File: src/shared/fpm_pkg.sv
package fpm_pkg;
    // Register addresses
    localparam logic [7:0] ADDR_IOUT = 8'h15;
    localparam logic [7:0] ADDR_MAX_CURRENT_LIMIT = 8'h21;
    localparam logic [7:0] ADDR_STATUS_WORD = 8'h79;
    localparam logic [7:0] ADDR_IOUT_MGMT = 8'h8c;
    localparam logic [7:0] ADDR_OV_CFG = 8'hd8;
    localparam logic [7:0] ADDR_WARN_DIS = 8'hdf;
    localparam logic [7:0] ADDR_OFFSET_CAL = 8'he4;
    localparam logic [7:0] ADDR_OFFSET_ADD = 8'he5;
    localparam logic [7:0] ADDR_MAX_CURRENT_LIMIT_PROG = 8'hea;
    localparam logic [7:0] ADDR_AVG_OC_CFG = 8'hf2;
    localparam logic [7:0] ADDR_PH_LIM_LO = 8'hf3;
    localparam logic [7:0] ADDR_PH_LIM_HI = 8'hf4;
    localparam logic [7:0] ADDR_MULTI_VR = 8'he0;
    // Field positions
    localparam int OV_STATIC_LSB = 3;
    localparam int OV_TRACK_LSB = 0;
    localparam int WARN_OV_DIS_BIT = 7;
    localparam int STATUS_OV_WARN_BIT = 15;
    localparam int PH_LIM_HI_LSB = 3;
    // Reset values and register codes
    localparam logic [7:0] RST_MULTI_VR = 8'h00;
    localparam logic [7:0] RST_CFG = 8'h00;
    localparam logic [7:0] MULTI_VR_KEEP = 8'h01;
    localparam logic [7:0] FULL_SCALE = 8'hff;
    // Analog thresholds in millivolts on the monitor code scale
    localparam int ALERT_MV = 2500;
    localparam int SHUTDOWN_MV = 3000;
    localparam int OV_RELEASE_MV = 100;
    // Timing
    localparam int CLOCK_HZ = 20_000_000;
    localparam int SAMPLE_US = 88;
    localparam int HICCUP_MS = 9;
    localparam int SAMPLE_CYCLES = SAMPLE_US * (CLOCK_HZ / 1_000_000);
    localparam int HICCUP_CYCLES = HICCUP_MS * (CLOCK_HZ / 1000);
endpackage : fpm_pkg

File: src/logic/fpm_monitor.sv
`timescale 1ns/100ps
module fpm_monitor #(
    parameter int PHASES = 6,
    parameter int ADC_W = 12,
    parameter int SAMPLE_CYCLES = fpm_pkg::SAMPLE_CYCLES,
    parameter int HICCUP_CYCLES = fpm_pkg::HICCUP_CYCLES
) (
    // Clock and reset
    input wire logic clock,
    input wire logic resetn,
    input wire logic clock_enable,
    // Register port
    input wire logic reg_write,
    input wire logic reg_read,
    input wire logic [7:0] reg_addr,
    input wire logic [7:0] reg_wdata,
    output logic [15:0] reg_rdata,
    output logic reg_rvalid,
    // Analog front end, millivolt codes from converters
    input wire logic [ADC_W-1:0] current_monitor_pin,
    input wire logic [ADC_W-1:0] overvoltage_sense_pin,
    input wire logic [ADC_W-1:0] dac_reference_mv,
    input wire logic [ADC_W-1:0] ov_static_base_mv,
    input wire logic [ADC_W-1:0] ov_track_step_mv,
    input wire logic [ADC_W-1:0] ov_warn_margin_mv,
    input wire logic sense_open,
    input wire logic [PHASES-1:0] phase_over_limit,
    input wire logic average_over_reference,
    // Control inputs
    input wire logic power_enable_input,
    input wire logic thermal_enable_input,
    input wire logic zero_vid_code,
    input wire logic soft_start_done,
    input wire logic undervoltage_protection,
    input wire logic overtemp_fault,
    input wire logic cycle_start,
    // PWM from modulator and to drivers
    input wire logic [PHASES-1:0] pwm_request,
    output logic [PHASES-1:0] pwm_out,
    output logic [PHASES-1:0] pwm_oe,
    output logic [5:0] phase_limit_ref_code,
    output logic [2:0] average_ref_code,
    // Status
    output logic soft_start_request,
    output logic regulator_ready_out,
    output logic regulator_ready_oe,
    output logic vid_bus_alert_n_out,
    output logic vid_bus_alert_n_oe,
    output logic management_alert_n_out,
    output logic management_alert_n_oe
);
    initial begin
        if (PHASES < 1 || PHASES > 16 || ADC_W < 12 || SAMPLE_CYCLES < 2 || HICCUP_CYCLES < 2)
            $error("fpm_monitor: unsupported parameters");
    end

    typedef enum logic [1:0] {FPM_OFF, FPM_START, FPM_RUN, FPM_HICCUP} fpm_state_e;

    function automatic logic [7:0] fpm_sat_add(input logic [8:0] a, input logic [7:0] b);
        logic [9:0] s;
        s = {1'b0, a} + {{2{b[7]}}, b};
        if (s[9])
            fpm_sat_add = 8'h00;
        else if (s[8])
            fpm_sat_add = 8'hff;
        else
            fpm_sat_add = s[7:0];
    endfunction : fpm_sat_add

    // Two-flop synchronisers on pin-level inputs
    logic [1:0] pen_sync;
    logic [1:0] ten_sync;
    logic [1:0] open_sync;
    always_ff @(posedge clock or negedge resetn) begin
        if (!resetn) begin
            pen_sync <= 2'b00;
            ten_sync <= 2'b00;
            open_sync <= 2'b00;
        end else if (clock_enable) begin
            pen_sync <= {pen_sync[0], power_enable_input};
            ten_sync <= {ten_sync[0], thermal_enable_input};
            open_sync <= {open_sync[0], sense_open};
        end
    end
    wire enabled = pen_sync[1] & ten_sync[1];

    // Configuration registers
    logic [7:0] ov_cfg, warn_dis, offset_cal, offset_add, max_current_limit_prog;
    logic [7:0] avg_cfg, lim_lo, lim_hi, multi_vr;
    always_ff @(posedge clock or negedge resetn) begin
        if (!resetn) begin
            ov_cfg <= fpm_pkg::RST_CFG;
            warn_dis <= fpm_pkg::RST_CFG;
            offset_cal <= fpm_pkg::RST_CFG;
            offset_add <= fpm_pkg::RST_CFG;
            max_current_limit_prog <= fpm_pkg::RST_CFG;
            avg_cfg <= fpm_pkg::RST_CFG;
            lim_lo <= fpm_pkg::RST_CFG;
            lim_hi <= fpm_pkg::RST_CFG;
            multi_vr <= fpm_pkg::RST_MULTI_VR;
        end else if (clock_enable && reg_write) begin
            case (reg_addr)
                fpm_pkg::ADDR_OV_CFG: ov_cfg <= reg_wdata;
                fpm_pkg::ADDR_WARN_DIS: warn_dis <= reg_wdata;
                fpm_pkg::ADDR_OFFSET_CAL: offset_cal <= reg_wdata;
                fpm_pkg::ADDR_OFFSET_ADD: offset_add <= reg_wdata;
                fpm_pkg::ADDR_MAX_CURRENT_LIMIT_PROG: max_current_limit_prog <= reg_wdata;
                fpm_pkg::ADDR_AVG_OC_CFG: avg_cfg <= reg_wdata;
                fpm_pkg::ADDR_PH_LIM_LO: lim_lo <= reg_wdata;
                fpm_pkg::ADDR_PH_LIM_HI: lim_hi <= reg_wdata;
                fpm_pkg::ADDR_MULTI_VR: multi_vr <= reg_wdata;
                default: ;
            endcase
        end
    end

    // Reference codes to the analog comparators
    assign phase_limit_ref_code = {lim_hi[fpm_pkg::PH_LIM_HI_LSB +: 3], lim_lo[2:0]};
    assign average_ref_code = avg_cfg[2:0];

    // Monitor thresholds
    localparam logic [ADC_W-1:0] ALERT_CODE = ADC_W'(fpm_pkg::ALERT_MV);
    localparam logic [ADC_W-1:0] SHUT_CODE = ADC_W'(fpm_pkg::SHUTDOWN_MV);
    localparam logic [ADC_W-1:0] REL_CODE = ADC_W'(fpm_pkg::OV_RELEASE_MV);
    wire mon_alert = current_monitor_pin >= ALERT_CODE;
    wire mon_shut = current_monitor_pin > SHUT_CODE;

    // Sampler: 2.5 V and above reads ffh before offsets, so a negative offset pulls it below
    logic [$clog2(SAMPLE_CYCLES)-1:0] sample_cnt;
    logic [7:0] iout_reading;
    wire [ADC_W+7:0] scaled = {current_monitor_pin, 8'h00} / ALERT_CODE;
    wire [8:0] raw_code = mon_alert ? 9'h0ff : scaled[8:0];
    wire [7:0] with_cal = fpm_sat_add(raw_code, offset_cal);
    wire [7:0] next_reading = fpm_sat_add({1'b0, with_cal}, offset_add);
    wire sample_tick = sample_cnt == ($clog2(SAMPLE_CYCLES))'(SAMPLE_CYCLES - 1);
    always_ff @(posedge clock or negedge resetn) begin
        if (!resetn) begin
            sample_cnt <= '0;
            iout_reading <= 8'h00;
        end else if (clock_enable) begin
            sample_cnt <= sample_tick ? '0 : sample_cnt + 1'b1;
            if (sample_tick)
                iout_reading <= next_reading;
        end
    end

    // Overvoltage thresholds
    logic ov_latched;
    logic ov_crowbar;
    fpm_state_e state;
    wire [ADC_W-1:0] static_thr = ov_static_base_mv +
        (ov_track_step_mv * ADC_W'(ov_cfg[fpm_pkg::OV_STATIC_LSB +: 2]));
    wire [ADC_W-1:0] track_thr = dac_reference_mv +
        (ov_track_step_mv * ADC_W'(ov_cfg[fpm_pkg::OV_TRACK_LSB +: 3]));
    wire tracking = state == FPM_RUN && soft_start_done;
    wire [ADC_W-1:0] ov_thr = tracking ? track_thr : static_thr;
    wire ov_now = (overvoltage_sense_pin > ov_thr) || open_sync[1];
    wire ov_below_release = overvoltage_sense_pin < (dac_reference_mv + REL_CODE);
    wire ov_warn = overvoltage_sense_pin > (ov_thr - ov_warn_margin_mv) &&
        !warn_dis[fpm_pkg::WARN_OV_DIS_BIT];
    always_ff @(posedge clock or negedge resetn) begin
        if (!resetn) begin
            ov_latched <= 1'b0;
            ov_crowbar <= 1'b0;
        end else if (clock_enable) begin
            if (ov_now)
                ov_latched <= 1'b1;
            if (ov_now)
                ov_crowbar <= 1'b1;
            else if (ov_below_release)
                ov_crowbar <= 1'b0;
        end
    end
    wire ov_active = ov_latched || ov_now;

    // Supervisor and hiccup timer
    logic [$clog2(HICCUP_CYCLES)-1:0] hiccup_cnt;
    logic first_start_done;
    wire oc_trip = mon_shut || average_over_reference;
    wire off_code = zero_vid_code && !(multi_vr == fpm_pkg::MULTI_VR_KEEP && first_start_done);
    wire hiccup_end = hiccup_cnt == ($clog2(HICCUP_CYCLES))'(HICCUP_CYCLES - 1);
    always_ff @(posedge clock or negedge resetn) begin
        if (!resetn) begin
            state <= FPM_OFF;
            hiccup_cnt <= '0;
            first_start_done <= 1'b0;
        end else if (clock_enable) begin
            case (state)
                FPM_OFF: begin
                    if (enabled && !ov_active && !zero_vid_code)
                        state <= FPM_START;
                end
                FPM_START: begin
                    if (!enabled || ov_active || off_code)
                        state <= FPM_OFF;
                    else if (oc_trip)
                        state <= FPM_HICCUP;
                    else if (soft_start_done)
                        state <= FPM_RUN;
                end
                FPM_RUN: begin
                    first_start_done <= 1'b1;
                    if (!enabled || ov_active || off_code)
                        state <= FPM_OFF;
                    else if (oc_trip)
                        state <= FPM_HICCUP;
                end
                FPM_HICCUP: begin
                    hiccup_cnt <= hiccup_cnt + 1'b1;
                    if (ov_active) begin
                        state <= FPM_OFF;
                        hiccup_cnt <= '0;
                    end else if (hiccup_end) begin
                        hiccup_cnt <= '0;
                        state <= enabled ? FPM_START : FPM_OFF;
                    end
                end
                default: state <= FPM_OFF;
            endcase
        end
    end
    assign soft_start_request = state == FPM_START;

    // Cycle-by-cycle phase limit; cleared at each new switching cycle
    logic [PHASES-1:0] phase_block;
    always_ff @(posedge clock or negedge resetn) begin
        if (!resetn)
            phase_block <= '0;
        else if (clock_enable) begin
            if (cycle_start)
                phase_block <= phase_over_limit;
            else
                phase_block <= phase_block | phase_over_limit;
        end
    end
    wire [PHASES-1:0] phase_gate = phase_block | phase_over_limit;

    // PWM drive: crowbar low, float, or regulate
    logic [PHASES-1:0] next_pwm, next_oe;
    always_comb begin
        next_pwm = '0;
        next_oe = '0;
        if (ov_active) begin
            next_oe = (ov_now || ov_crowbar) ? '1 : '0;
        end else if (state == FPM_START || state == FPM_RUN) begin
            next_pwm = pwm_request & ~phase_gate;
            next_oe = '1;
        end
    end
    always_ff @(posedge clock or negedge resetn) begin
        if (!resetn) begin
            pwm_out <= '0;
            pwm_oe <= '0;
        end else if (clock_enable) begin
            pwm_out <= next_pwm;
            pwm_oe <= next_oe;
        end
    end

    // Ready and alerts, open-drain: enable high pulls the line low
    wire ready_ok = state == FPM_RUN && !ov_active && !undervoltage_protection &&
        !overtemp_fault && !oc_trip;
    logic ready_q, vid_alert_q, mgmt_alert_q;
    always_ff @(posedge clock or negedge resetn) begin
        if (!resetn) begin
            ready_q <= 1'b0;
            vid_alert_q <= 1'b0;
            mgmt_alert_q <= 1'b0;
        end else if (clock_enable) begin
            ready_q <= ready_ok;
            vid_alert_q <= mon_alert;
            mgmt_alert_q <= mon_alert || ov_warn;
        end
    end
    assign regulator_ready_out = 1'b0;
    assign regulator_ready_oe = !ready_q;
    assign vid_bus_alert_n_out = 1'b0;
    assign vid_bus_alert_n_oe = vid_alert_q;
    assign management_alert_n_out = 1'b0;
    assign management_alert_n_oe = mgmt_alert_q;

    // Read path
    wire [15:0] status_word = 16'(ov_warn) << fpm_pkg::STATUS_OV_WARN_BIT;
    logic [15:0] read_mux;
    always_comb begin
        case (reg_addr)
            fpm_pkg::ADDR_IOUT: read_mux = {8'h00, iout_reading};
            fpm_pkg::ADDR_IOUT_MGMT: read_mux = {8'h00, iout_reading};
            fpm_pkg::ADDR_MAX_CURRENT_LIMIT: read_mux = {8'h00, max_current_limit_prog};
            fpm_pkg::ADDR_STATUS_WORD: read_mux = status_word;
            fpm_pkg::ADDR_OV_CFG: read_mux = {8'h00, ov_cfg};
            fpm_pkg::ADDR_WARN_DIS: read_mux = {8'h00, warn_dis};
            fpm_pkg::ADDR_OFFSET_CAL: read_mux = {8'h00, offset_cal};
            fpm_pkg::ADDR_OFFSET_ADD: read_mux = {8'h00, offset_add};
            fpm_pkg::ADDR_MAX_CURRENT_LIMIT_PROG: read_mux = {8'h00, max_current_limit_prog};
            fpm_pkg::ADDR_AVG_OC_CFG: read_mux = {8'h00, avg_cfg};
            fpm_pkg::ADDR_PH_LIM_LO: read_mux = {8'h00, lim_lo};
            fpm_pkg::ADDR_PH_LIM_HI: read_mux = {8'h00, lim_hi};
            fpm_pkg::ADDR_MULTI_VR: read_mux = {8'h00, multi_vr};
            default: read_mux = 16'h0000;
        endcase
    end
    always_ff @(posedge clock or negedge resetn) begin
        if (!resetn) begin
            reg_rdata <= 16'h0000;
            reg_rvalid <= 1'b0;
        end else if (clock_enable) begin
            reg_rvalid <= reg_read;
            if (reg_read)
                reg_rdata <= read_mux;
        end
    end
endmodule : fpm_monitor

File: config.mk
export PLATFORM = sky130hd
export DESIGN_NAME = fpm_monitor
export DESIGN_NICKNAME = d
export VERILOG_FILES = /design/src/shared/fpm_pkg.sv /design/src/logic/fpm_monitor.sv
export SDC_FILE = /design/constraint.sdc
export NUM_CORES = 1
export LEC_CHECK = 0
export BUFFER_PORTS_ARGS = -buffer_cell sky130_fd_sc_hd__buf_4
export CAP_MARGIN = 0
export CORE_ASPECT_RATIO = 1.75
export CORE_MARGIN = 5
export CORE_UTILIZATION = 24
export DETAILED_ROUTE_END_ITERATION = 6
export SLEW_MARGIN = 20
export SYNTH_ARGS = -nofsm -noshare
export SYNTH_HDL_FRONTEND = slang
export SYNTH_SLANG_ARGS = --single-unit
export TNS_END_PERCENT = 30
File: constraint.sdc
create_clock -name clock -period 8 [get_ports clock]
set_input_delay 0.8 -clock clock [delete_from_list [all_inputs] [get_ports clock]]
set_output_delay 0.8 -clock clock [all_outputs]
set_load 0.01 [all_outputs]
==> flow_results.org, run 1 <==
** Outcome
- Run status :: finished with violations
- The final reports fail on setup timing.

** Routing
- In the routed layout, each cell is associated on average with a via count of 4.91.
- The routed layout has 14.3k vias.
- Detailed-route wire length per cell :: 17.9 um
- In this run, the number of DRC markers left after iteration 0 of detailed routing was 493.
- The final layout contains routed wiring with a total length of 52100 um.
- Residual antenna-violating net count after detailed routing :: 0
- After detailed routing, the number of remaining DRC violations is 0.
- The first detailed-routing pass took 5 iterations.

** Yosys
- After synthesis, the share of flip-flops with an asynchronous set or reset is 100%.
- Library cell occupying the most area in the post-synthesis netlist :: sky130_fd_sc_hd__dfrtp_1
- Post-Synth XOR/XNOR Area :: 6.76%
- Number of synthesized flops with an enable pin :: 0
- In the synthesized netlist the dominant register cell turns out to be sky130_fd_sc_hd__dfrtp_1.
- In this run, synthesis produced a sequential element count of 146.
- Fraction of post-synthesis cell area in the top cell type by area :: 25.6%
- Mean cell area of the mapped netlist :: 8.64 um2
- Warnings, synthesis :: 0
- In the synthesized netlist, the number of instances is 1655.
- In this run, distinct cell masters in the synthesized netlist total 112.
- Post-Synthesis Cell Area :: 14300 um2
- Yosys attributes the largest share of cell area to sky130_fd_sc_hd__dfrtp_1, sky130_fd_sc_hd__ha_1, sky130_fd_sc_hd__mux2_2.
- Register area share after synthesis :: 25.6%
- Main combinational cell family by area after synthesis :: compound AO/OA/AOI/OAI gates
- Synthesized-area fraction occupied by ao, oa, aoi and oai cells :: 21.8%
- The synthesized netlist devotes 13.3% of its cell area to adder and majority cells.
- Fraction of the mapped netlist area in simple logic gates :: 18.5%
- After synthesis, the share of cell area in mux cells is 7.99%.

** Setup path
- Slowest library cell on the worst path :: sky130_fd_sc_hd__o41a_4
- Data arrives at the worst endpoint at 11130 ps.
- Cells on worst reg2reg path :: 30
- The worst setup path is launched from a primary input.
- STA classifies the critical path endpoint as a register.
- Of all nets on the critical path, the largest fanout is 8.
- On the worst path, the slowest cell contributes a delay of 560 ps.
- Dominant cell type by count on the critical path :: sky130_fd_sc_hd__buf_4
- The critical path in this run is classified as primary input to register.
- WP data required :: 8400 ps

** Floorplan
- For this design the top-level I/O count stands at 159.
- Total Die Area :: 64800 um2
- Initial Util :: 24.2%
- Die Span Y :: 333 um
- Measured along the x axis, the die boundary spans 195 um.
- The initialized floorplan defines 118 standard-cell rows.
- The region available for standard cell placement spans 59100 um2.

** Power and ir drop
- For this design the static power due to leakage is 0.00943 uW.
- Cell Pwr Density :: 298 nW/um2
- VDD IR max :: 0.290 mV

** Placement
- Port Buffers :: 148
- Detailed placement ended at an HPWL of 42900 um.
- Total placed cells including tap cells :: 2817
- Routability-driven placement congestion ratio :: 0.891

** STA
- Final setup violation count :: 8
- Dividing the final minimum period by the clock period gives 134%.
- Derived from the worst setup path, the maximum achievable clock frequency is 0.0933 GHz.
- Hold slack :: 330 ps
- The number of failing hold endpoints at the final stage came to 0.
- Slew Viols, Final :: 0
- Measured slew at the worst slew-check pin :: 1090 ps
- Layout Skew :: 13.0 ps
- Final worst slack :: -2720 ps
- Setup TNS :: -21700 ps
- Rel. slew slack :: 26.5%
- RSZ-0062 raised after global routing :: yes
- Final critical-path required period :: 10720 ps

** Global routing
- Entering global routing, the biggest net connects 77 pins.
- Global-route wire length before repair :: 81400 um
- GRT Overall Usage :: 15.6%
- The number of antenna violations at the first check in global routing came to 2.
- After global routing the overflow that remains totals 0.
- Via count of the first global-routing pass :: 15.5k

** Layout
- Syn-to-layout area delta :: 41.6%
- Final net count :: 2366
- Filler instances :: 6113
- Share of layout cells above drive strength 1 :: 37.4%
- Count of placed standard cells in the final layout, fillers left out :: 2905

** CTS
- Clock tree synthesis inserted a total of 25 buffers.
- # hold bufs at CTS :: 0
- Clock sinks :: 146
- Clock edge transition at the registers on the reported setup and hold paths :: 50 ps
- TritonCTS built the clock tree.
- CTS placed an instance of sky130_fd_sc_hd__clkbuf_16 at the clock tree root.
- The clock passes through at most 3 buffers.
- H-tree depth reported by CTS :: 4
- Worst-Skew Late Latency :: 480 ps

** Flow run
- Across the run, the number of max-cap violations was 0.

** Min path
- The tightest min-delay check is of the primary input to asynchronous set/reset pin type.
[layout make-up]
type | instances | area, um2 | share of cell area [%]
multi-input cells | 1319 | 10600 | 52.5
repair buffers | 498 | 3830 | 18.9
flip-flops and latches | 146 | 3650 | 18.0
well taps | 780 | 976 | 4.82
clock buffers | 29 | 661 | 3.26
inverters | 130 | 490 | 2.42
clock inverters | 2 | 12.5 | 0.0618
diodes | 1 | 2.50 | 0.0124
[synthesized netlist by cell type, types with 5 or more instances]
cell	n
sky130_fd_sc_hd__nand2_1	167
sky130_fd_sc_hd__dfrtp_1	146
sky130_fd_sc_hd__inv_1	129
sky130_fd_sc_hd__nor2_1	118
sky130_fd_sc_hd__ha_1	99
sky130_fd_sc_hd__a21oi_1	91
sky130_fd_sc_hd__mux2_2	85
sky130_fd_sc_hd__o21ai_0	83
sky130_fd_sc_hd__xnor2_1	73
sky130_fd_sc_hd__nand3_1	61
sky130_fd_sc_hd__nor3_1	37
sky130_fd_sc_hd__a21o_1	34
sky130_fd_sc_hd__fa_1	33
sky130_fd_sc_hd__xor2_1	31
sky130_fd_sc_hd__clkbuf_1	29
sky130_fd_sc_hd__nand2b_1	28
sky130_fd_sc_hd__buf_4	27
sky130_fd_sc_hd__o21bai_1	25
sky130_fd_sc_hd__a22oi_1	20
sky130_fd_sc_hd__nand4_1	20
sky130_fd_sc_hd__a31oi_1	17
sky130_fd_sc_hd__mux2i_1	17
sky130_fd_sc_hd__nor2b_1	15
sky130_fd_sc_hd__o21a_1	14
sky130_fd_sc_hd__and2_1	13
sky130_fd_sc_hd__o21ai_1	13
sky130_fd_sc_hd__a221oi_1	12
sky130_fd_sc_hd__nor4_1	11
sky130_fd_sc_hd__and3_1	10
sky130_fd_sc_hd__buf_2	9
sky130_fd_sc_hd__a211oi_1	8
sky130_fd_sc_hd__a22o_1	8
sky130_fd_sc_hd__o211ai_1	8
sky130_fd_sc_hd__or2_2	8
sky130_fd_sc_hd__a21boi_0	6
sky130_fd_sc_hd__o221ai_1	6
sky130_fd_sc_hd__o31ai_1	6
sky130_fd_sc_hd__a31o_2	5
sky130_fd_sc_hd__nand3b_1	5
sky130_fd_sc_hd__or3_1	5
[cells by family (layout without fill, tap and decap cells)]
group | Yosys count | after routing
buffers and inverters | 200 | 659
muxes | 103 | 103
other | 1 | 12
xor gates and xnor gates | 107 | 107
adders and majority gates | 132 | 132
and+or+nand+nor | 534 | 534
DFF | 146 | 146
AOI/OAI and AO/OA | 432 | 432
[power by group]
part	switching, uW	leakage, uW	internal [uW]
Sequential	34.4	0.00197	774
Clock	317	0.000329	573
Combinational	2120	0.00714	2230
[layer usage]
layer | wire length [um] | vias up | part of all wire, % | global-route usage, %
li1 | - | 6818 | - | -
met4 | 3220 | 2 | 6.2 | 9.52
met3 | 1860 | 147 | 3.6 | 2.29
met5 | 13 | - | 0.025 | 0
met1 | 18100 | 6949 | 35 | 14.9
met2 | 28900 | 341 | 56 | 30.7
[metrics by stage]
stage,total power [uW],area (um2),setup WS [ps],utilization [%]
global placement,4270,18500,-3230,31.3
CTS,5650,19700,-2470,33.4
finish,6040,20300,-2720,34.3
global route,6440,20300,-3260,34.3
floorplan,2720,14600,-3090,-
detailed placement,4320,18500,-3540,31.3
[state kept, by name (all words and copies together), names as in the netlist, 2 cells and up]
register                flops
avg_cfg                     8
multi_vr                    8
warn_dis                    8
pwm_out                     6
pen_sync                    2
offset_add                  8
open_sync                   2
max_current_limit_prog      8
sample_cnt                 11
state                       2
reg_rdata                   9
ten_sync                    2
lim_lo                      8
iout_reading                8
phase_block                 6
ov_cfg                      8
offset_cal                  8
hiccup_cnt                 18
lim_hi                      8
[path summary, 6_finish.rpt]
check | startpoint | to | slack, ps
hold / removal | resetn | warn_dis[1] | 330
max in group asynchronous | resetn | ready_q | 6500
min in group clock | ov_crowbar | ov_crowbar | 480
setup reg to reg | ov_cfg[1] | state[0] | 970
hold reg to reg | ov_crowbar | ov_crowbar | 480
setup / recovery | current_monitor_pin[4] | iout_reading[4] | -2720
[worst max-delay path: cells and delay by family]
kind | cells | cell delay, ps
xor gates and xnor gates | 3 | 280
muxes | 1 | 350
adders and majority gates | 4 | 1180
AOI/OAI and AO/OA | 25 | 4480
and+or+nand+nor | 14 | 2340
buffers and inverters | 12 | 1670
[cells in the final DEF, fill, tap and decap left out, drive strengths merged, types with 20 or more instances in the layout]
| cell | Yosys | layout |
|---|---|---|
| ha | 99 | 99 |
| buf | 40 | 498 |
| o21bai | 26 | 26 |
| o21ai | 97 | 97 |
| xor2 | 32 | 32 |
| fa | 33 | 33 |
| nand3 | 65 | 65 |
| clkbuf | 30 | 29 |
| dfrtp | 146 | 146 |
| nand4 | 21 | 21 |
| xnor2 | 74 | 74 |
| a22oi | 20 | 20 |
| a31oi | 22 | 22 |
| nand2b | 28 | 28 |
| a21oi | 94 | 94 |
| inv | 130 | 130 |
| a21o | 34 | 34 |
| nor3 | 38 | 38 |
| nand2 | 167 | 167 |
| nor2 | 118 | 118 |
| mux2 | 86 | 86 |
[what timing repair did]
item,in CTS,in global routing
setup buffers,39,18
endpoints found under the setup margin,8,8
pin swaps,53,64
gates resized for setup,55,69
(Power assumes the default switching activity.)
==> run 2, diff against run 1 <==
--- a/config.mk
+++ b/config.mk
@@ -7,7 +7,6 @@
 export LEC_CHECK = 0
 export BUFFER_PORTS_ARGS = -buffer_cell sky130_fd_sc_hd__buf_4
 export CAP_MARGIN = 0
-export CORE_ASPECT_RATIO = 1.75
 export CORE_MARGIN = 5
 export CORE_UTILIZATION = 24
 export DETAILED_ROUTE_END_ITERATION = 6
==> flow_results.org, run 2 (synthesis gave the netlist of run 1 again) <==
** Setup path
- The worst-path maximum fanout was 8 (unchanged).
- The setup slack of the worst register-to-register path was 1110 ps (+140 ps).
- Max stage delay on crit path :: 560 ps (about the same)
- The slowest stage of the critical path belongs to the cell sky130_fd_sc_hd__o41a_4.
- The buffer and inverter count on the worst path came to 9 (-3).
- Endpoint class of the critical path :: register
- Critical Setup Path Class :: primary input to register
- Dominant delay contributor by cell family on the critical path :: compound AO/OA/AOI/OAI gates
- WP data required :: 8360 ps (-40 ps)
- The worst setup path is launched from a primary input.
- The arrival time of the worst setup path was 11240 ps (+110 ps).

** Global routing
- Global-route wire length before repair :: 76000 um (-6.6%)
- The number of antenna violations at the first check in global routing was 0 (-2).
- Largest net degree at the start of global routing :: 76 (-1.3%)
- The overall fraction of global-route tracks in use was 14.5% (-1.1 points).
- The remaining global-route overflow came to 0 (unchanged).
- Via count of the first global-routing pass :: 14.5k (-6.5%)

** STA
- Rel. slew slack :: 26.6% (+0.097 points)
- Setup repair after global routing could not meet its margin everywhere.
- Final worst slack :: -2880 ps (-154 ps)
- The worst-case clock skew came to 9.19 ps (-3.84 ps).
- The worst-margin pin slew came to 1090 ps (-1.45 ps).
- The summed negative setup slack over all endpoints was -22930 ps (-1230 ps).
- Period Utilization, post-route :: 136% (+1.9 points)
- The fmax was 0.0919 GHz (-1.4%).
- The number of failing hold endpoints at the final stage was 0 (unchanged).
- The number of setup violations in the final report came to 8 (unchanged).
- Hold slack :: 369 ps (+38.4 ps)
- Slew Viols, Final :: 0 (unchanged)
- Final critical-path required period :: 10880 ps (+154 ps)

** CTS
- The number of buffers inserted by hold repair at cts was 0 (unchanged).
- TritonCTS clock tree :: yes
- CTS placed an instance of sky130_fd_sc_hd__clkbuf_16 at the clock tree root.
- Clock sinks :: 146 (unchanged)
- Worst-Skew Late Latency :: 440 ps (-40 ps)
- The count of H-tree levels built during CTS came to 4 (unchanged).
- The CTS clock-pin slew for the worst setup and hold paths was 60 ps (about the same).
- Number of buffers added by the clock tree synthesis step :: 17 (-32%)
- CTS Buffer Depth :: 2 (-1)

** Floorplan
- The initial core utilization was 24.2% (about the same).
- The y dimension of the die came to 254 um (-24%).
- The number of I/O pins came to 159 (unchanged).
- The core outline area was 59000 um2 (about the same).
- The die outline width came to 254 um (+31%).
- Total Die Area :: 64600 um2 (-0.30%)
- Number of core rows :: 89 (-25%)

** Power and ir drop
- VDD IR max :: 0.335 mV (+16%)
- The net switching power came to 2390 uW (-3.3%).
- Switching share of total power :: 42.6% (+1.7 points)
- Flop pwr share :: 14.4% (+1.0 points)
- The leakage power figure was 0.00921 uW (-2.3%).
- Tot Pwr :: 5610 uW (-7.2%)
- Internal power of the cells :: 3220 uW (-9.9%)
- The power density over cell area is 281 nW/um2 (-5.7%).
- Share of total power in the clock network :: 14.3% (-0.4 points)
- The part of the total power dissipated in combinational logic was 71.3% (-0.6 points).

** Layout
- The number of flip-flops in the largest register was 18 (unchanged).
- Final net count :: 2333 (-1.4%)
- Syn-to-layout area delta :: 39.4%
- The multi-input gate area in the final layout was 10600 um2 (-0.19%).
- The layout filler cell count is 6072 (-0.67%).
- Antenna diode count :: 0 (-1)
- Sequential cell area :: 3650 um2 (unchanged)
- In the final layout, the registers with the most flip-flops are hiccup_cnt: 18 flops, sample_cnt: 11 flops, reg_rdata: 9 flops.
- The number of standard cells in the final layout excluding fillers is 2873 (-1.1%).
- The ratio of cells with drive above 1 in the final layout came to 36.5% (-0.95 points).
- Leaving out fill and tap cells, the most frequent cell in the layout is sky130_fd_sc_hd__buf_4.
- Post-layout instance area :: 19900 um2 (-1.6%)
- Most flop-heavy register :: hiccup_cnt
- In the layout the commonest cells are sky130_fd_sc_hd__buf_4, sky130_fd_sc_hd__nand2_1, sky130_fd_sc_hd__dfrtp_1, sky130_fd_sc_hd__inv_1, sky130_fd_sc_hd__nor2_1.

** Routing
- Detailed-route wire length per cell :: 16.8 um (-6.5%)
- The via total after detailed routing is 14.0k (-1.6%).
- The detailed-route DRC error count is 0 (unchanged).
- The vias per cell was 4.88 (-0.52%).
- Residual antenna-violating net count after detailed routing :: 0 (unchanged)
- Total wirelength of the detailed-routed design :: 48200 um (-7.5%)
- Pre-Repair DR Iteration Count :: 5 (unchanged)
- Violation count after the first detailed-route iteration :: 935 (+90%)

** Outcome
- Violated checks :: setup timing
- Run status :: finished with violations

** Placement
- The weighted congestion at the end of routability-driven global placement was 0.899 (+0.88%).
- The number of cells after detailed placement came to 2777 (-1.4%).
- The count of buffers from port buffering was 148 (unchanged).
- Post-place instance area :: 18200 um2 (-1.4%)
- Detail Placement HPWL :: 38500 um (-10%)

** Min path
- Worst hold-check path type :: primary input to asynchronous set/reset pin

** Flow run
- Number of violations of the max-capacitance limit :: 0 (unchanged)
==> run 2: cell types whose count changed in the layout (fill, tap and decap cells not counted), moves of 3 or more <==
cell and delta:
sky130_fd_sc_hd__buf_4 -23, sky130_fd_sc_hd__clkbuf_16 -8, sky130_fd_sc_hd__inv_6 +6, sky130_fd_sc_hd__a31oi_2 -4, sky130_fd_sc_hd__nor2_1 +4, sky130_fd_sc_hd__nor2_4 -3, sky130_fd_sc_hd__nor3_1 -3, sky130_fd_sc_hd__nor3_2 +3
sky130_fd_sc_hd__xnor2_2 -3
==> run 2: per-layer routing <==
metal / part of all wire (%) / vias up / GRT usage, %
met2: 51 / 330 / 26.7
li1: - / 6784 / -
met5: 0 / - / 0
met3: 4.8 / 63 / 2.26
met4: 1.8 / 0 / 3.16
met1: 42 / 6850 / 17.7
==> run 2: path summary, 6_finish.rpt <==
path	from	to	depth (start not counted)
worst max register to register	ov_cfg[2]	state[0]	29
min in group clock	ov_crowbar	ov_crowbar	2
worst min register to register	ov_crowbar	ov_crowbar	2
worst min-delay path	resetn	hiccup_cnt[15]	1
max in group asynchronous	resetn	multi_vr[5]	2
worst max-delay path	current_monitor_pin[4]	iout_reading[4]	59
==> run 2: area by class of cell <==
cell class | count | share of cell area, %
flip-flops and latches | 146 | 18.3
well taps | 773 | 4.85
clock buffers | 17 | 2.13
inverters | 130 | 2.45
clock inverters | 15 | 0.841
multi-input cells | 1319 | 53.2
repair buffers | 473 | 18.2
==> run 2: power by group through the flow <==
stage          sequential [uW]  combinational, uW  clock, uW
6_report                   808               4000        802
2_1_floorplan              811               1900          0
5_1_grt                    814               4290        854
4_1_cts                    808               3740        825
3_5_place_dp               821               3260          0
3_3_place_gp               819               3190          0
==> run 2: through the flow <==
step                      setup slack (ps)  util (%)
after floorplan                      -3090         -
after global placement               -3260      30.9
after detailed placement             -3450      30.9
after CTS                            -2530      33.3
after global routing                 -3450      33.8
final                                -2880      33.8
==> run 2: timing repair <==
action	CTS	global route
pin swaps	99	55
hold endpoints to repair	0	0
resized for setup	85	31
setup buffers	49	16
setup endpoints to repair	8	8
==> run 3, diff against run 2 <==
--- a/config.mk
+++ b/config.mk
@@ -5,9 +5,9 @@
 export SDC_FILE = /design/constraint.sdc
 export NUM_CORES = 1
 export LEC_CHECK = 0
+export ABC_AREA = 1
 export BUFFER_PORTS_ARGS = -buffer_cell sky130_fd_sc_hd__buf_4
 export CAP_MARGIN = 0
-export CORE_MARGIN = 5
 export CORE_UTILIZATION = 24
 export DETAILED_ROUTE_END_ITERATION = 6
 export SLEW_MARGIN = 20
==> flow_results.org, run 3 <==
** Outcome
- The flow ran to the end, but the final reports show violations.
- Violated checks :: setup timing

** CTS
- TritonCTS clock tree :: yes
- Clock sinks :: 146 (unchanged)
- The later-pin clock latency in the skew report is 430 ps (about the same).
- CTS Buffer Depth :: 2 (unchanged)
- The CTS clock-pin slew for the worst setup and hold paths is 60 ps (about the same).
- CTS root buf :: sky130_fd_sc_hd__clkbuf_16
- Number of buffers added by the clock tree synthesis step :: 17 (unchanged)
- H-tree depth reported by CTS :: 4 (unchanged)

** STA
- The worst slew margin relative to its limit was 34.1% (+7.6 points).
- Final setup violation count :: 8 (unchanged)
- Final worst slack :: -2140 ps (+740 ps)
- The smallest hold slack came to 384 ps (+15.0 ps).
- The post-layout minimum cycle time came to 10140 ps (-740 ps).
- Fmax :: 0.0987 GHz (+7.3%)
- The ratio of final minimum period to clock period was 127% (-9.2 points).
- Measured slew at the worst slew-check pin :: 984 ps (-109 ps)
- Slew Viols, Final :: 0 (unchanged)
- Layout Skew :: 10.3 ps (+1.10 ps)
- RSZ-0062 raised after global routing :: yes
- Hold Vio Cnt, Final :: 0 (unchanged)

** Layout
- The net total in the final layout was 2690 (+15%).
- The number of standard cells in the final layout excluding fillers is 3223 (+12%).
- Biggest regs :: hiccup_cnt: 18 flops, sample_cnt: 11 flops, reg_rdata: 9 flops
- Number of flip-flops under the largest register name :: 18 (unchanged)
- Counting flops per register, the top entry is hiccup_cnt.
- Fin util :: 33.8% (about the same)
- The library cell used most frequently in the layout, excluding fill and tap cells, is sky130_fd_sc_hd__nand2_1.
- Leaving out fill and tap cells, the most frequent cells in the layout are sky130_fd_sc_hd__nand2_1, sky130_fd_sc_hd__buf_4, sky130_fd_sc_hd__inv_1, sky130_fd_sc_hd__dfrtp_1, sky130_fd_sc_hd__o21ai_0.
- The ratio of cells with drive above 1 in the final layout is 29.8% (-6.7 points).
- From synthesis to final layout, the design area changed by 38.3%.

** Routing
- The via total after detailed routing was 14.3k (+2.0%).
- Residual DRC count :: 0 (unchanged)
- The average wire length per cell after detail routing came to 13.3 um (-21%).
- Pre-Repair DR Iteration Count :: 5 (unchanged)
- The total routed wirelength is 42700 um (-11%).
- Avg Vias per Cell :: 4.44 (-9.0%)
- Residual antenna-violating net count after detailed routing :: 0 (unchanged)
- Violation count after the first detailed-route iteration :: 712 (-24%)

** Placement
- Port Buffers :: 148 (unchanged)
- The worst setup slack after placement is -2830 ps (+623 ps).
- Routability-driven placement congestion ratio :: 0.907 (+0.92%)
- The estimated wirelength of the detail-placed design is 34000 um (-12%).
- The number of cells after detailed placement was 3135 (+13%).

** Setup path
- WP data required :: 8350 ps (about the same)
- Arrival time at the worst endpoint :: 10490 ps (-750 ps)
- Max stage delay on crit path :: 350 ps (-210 ps)
- The slowest stage of the critical path is the sky130_fd_sc_hd__fa_2 cell.
- The worst-path maximum fanout was 8 (unchanged).
- STA classifies the critical path startpoint as a primary input.
- The critical path is of the primary input to register type.
- Dominant cell type by count on the critical path :: sky130_fd_sc_hd__nor2_4
- Endpoint class of the critical path :: register

** Global routing
- The pin count of the biggest net entering global routing came to 76 (unchanged).
- The first-pass GRT wire length was 68300 um (-10%).
- The overall fraction of global-route tracks in use came to 13.9% (-0.57 points).
- Via count of the first global-routing pass :: 13.7k (-5.2%)
- The number of antenna violations at the first check in global routing is 3 (+3).
- The remaining global-route overflow is 0 (unchanged).

** Yosys
- Number of synthesized flops with an enable pin :: 0 (unchanged)
- In the post-synthesis netlist, the biggest area contributors are sky130_fd_sc_hd__dfrtp_1, sky130_fd_sc_hd__nand2_1, sky130_fd_sc_hd__ha_1.
- The netlist area before placement is 14200 um2 (-0.64%).
- The share of Yosys cell area claimed by the top area cell type came to 25.7% (+0.16 points).
- Cell with the most instances after synthesis :: sky130_fd_sc_hd__nand2_1
- The largest total area in the synthesized netlist belongs to sky130_fd_sc_hd__dfrtp_1.
- Register area share after synthesis :: 25.7% (+0.16 points)
- Count of cell types in the netlist :: 56 (-50%)
- The flip-flop and latch count after synthesis was 146 (unchanged).
- Warnings, synthesis :: 0 (unchanged)
- The synthesized area divided by synthesized cell count is 6.93 um2 (-20%).
- The synthesized instance count came to 2051 (+24%).
- Among all flip-flop cells after synthesis, the most frequent one is sky130_fd_sc_hd__dfrtp_1.
- The async set-or-reset flop fraction in the synthesized netlist was 100% (unchanged).
- Counting instances in the post-synthesis netlist gives the leading cell types as sky130_fd_sc_hd__nand2_1, sky130_fd_sc_hd__inv_1, sky130_fd_sc_hd__nor2_1, sky130_fd_sc_hd__dfrtp_1, sky130_fd_sc_hd__o21ai_0.

** Floorplan
- The die outline width came to 245 um (-3.5%).
- Initial Util :: 24.4% (+0.21 points)
- Total Die Area :: 60200 um2 (-6.8%)
- The number of rows created at floorplan was 88 (-1.1%).
- The number of I/O pins came to 159 (unchanged).
- Die Span Y :: 245 um (-3.5%)
- The core outline area was 58100 um2 (-1.5%).

** Flow run
- The number of violations of the max-capacitance limit is 0 (unchanged).

** Min path
- The path class of the tightest hold or removal check is primary input to asynchronous set/reset pin.
-- run 3: changes by cell type in the layout (fill, tap and decap cells not counted), sizes merged, moves of 56 or more --
| cell | before | now |
|---|---|---|
| nor2 | 118 | 181 |
| mux2 | 86 | 0 |
| o21ai | 97 | 153 |
| xnor2 | 74 | 15 |
| buf | 473 | 417 |
| nand2 | 167 | 579 |
| inv | 138 | 336 |
-- run 3: critical path, delay by kind of cell --
family                     cells  cell delay [ps]
buffers and inverters         17             1590
adders and majority gates      3              870
AOI/OAI and AO/OA             11             1400
and+or+nand+nor               50             5340
xor gates and xnor gates       2              460
-- run 3: path summary, 6_finish.rpt --
check / cells after the start / to / slack (ps) / from
worst min register to register: 2 / pen_sync[0] / 470 / pen_sync[0]
worst min-delay path: 1 / hiccup_cnt[2] / 380 / resetn
worst max-delay path: 83 / iout_reading[4] / -2140 / current_monitor_pin[5]
max in group asynchronous: 2 / ov_cfg[4] / 6250 / resetn
worst max register to register: 33 / state[0] / 1010 / ov_cfg[2]
min in group clock: 2 / pen_sync[0] / 470 / pen_sync[0]
-- run 3: routing by layer --
metal | share of wire (%) | track usage, % | wire length, um
met1 | 46 | 18.6 | 19700
met2 | 47 | 23.1 | 20100
met3 | 5.0 | 2.28 | 2150
met4 | 1.8 | 3.35 | 756
met5 | 0.061 | 0 | 26
-- run 3: layout make-up --
class / count / area (um2)
clock buffer: 18 / 439
inverter: 333 / 1260
antenna: 1 / 2.50
clock inverter: 14 / 175
tap: 765 / 957
sequential: 146 / 3650
fill: 6228 / 38500
multi-input combinational: 1529 / 9950
timing repair buffer: 417 / 3210
-- run 3: kinds of logic (layout without fill, tap and decap cells) --
logic type	Yosys count	after routing	share of synthesized area, %
buffers and inverters	390	782	11.3
AND/OR/NAND/NOR	988	992	32.0
AO/OA/AOI/OAI	320	320	13.0
flip-flops	146	146	25.7
XOR/XNOR	74	74	4.56
other	1	12	0.0264
adder cells (fa/ha/maj)	132	132	13.4
-- run 3: per-stage QoR --
step | cell area (um2) | setup TNS [ps]
2_1_floorplan | 14500 | -15790
3_3_place_gp | 17800 | -21420
3_5_place_dp | 17800 | -22380
4_1_cts | 18800 | -15580
5_1_grt | 19700 | -22980
6_report | 19700 | -16830
-- run 3: what timing repair did --
action                                 CTS  global route
setup buffers                           23            28
cloned                                   2             2
pin swaps                               25            97
setup endpoints to repair                8             8
endpoints found under the hold margin    0             0
hold buffers                             0             0
gates resized for setup                 52           151
Power of run 3 is left out: the tool's default activity adds up to more than one toggle a clock period on the data nets, which glitch-free logic cannot reach.
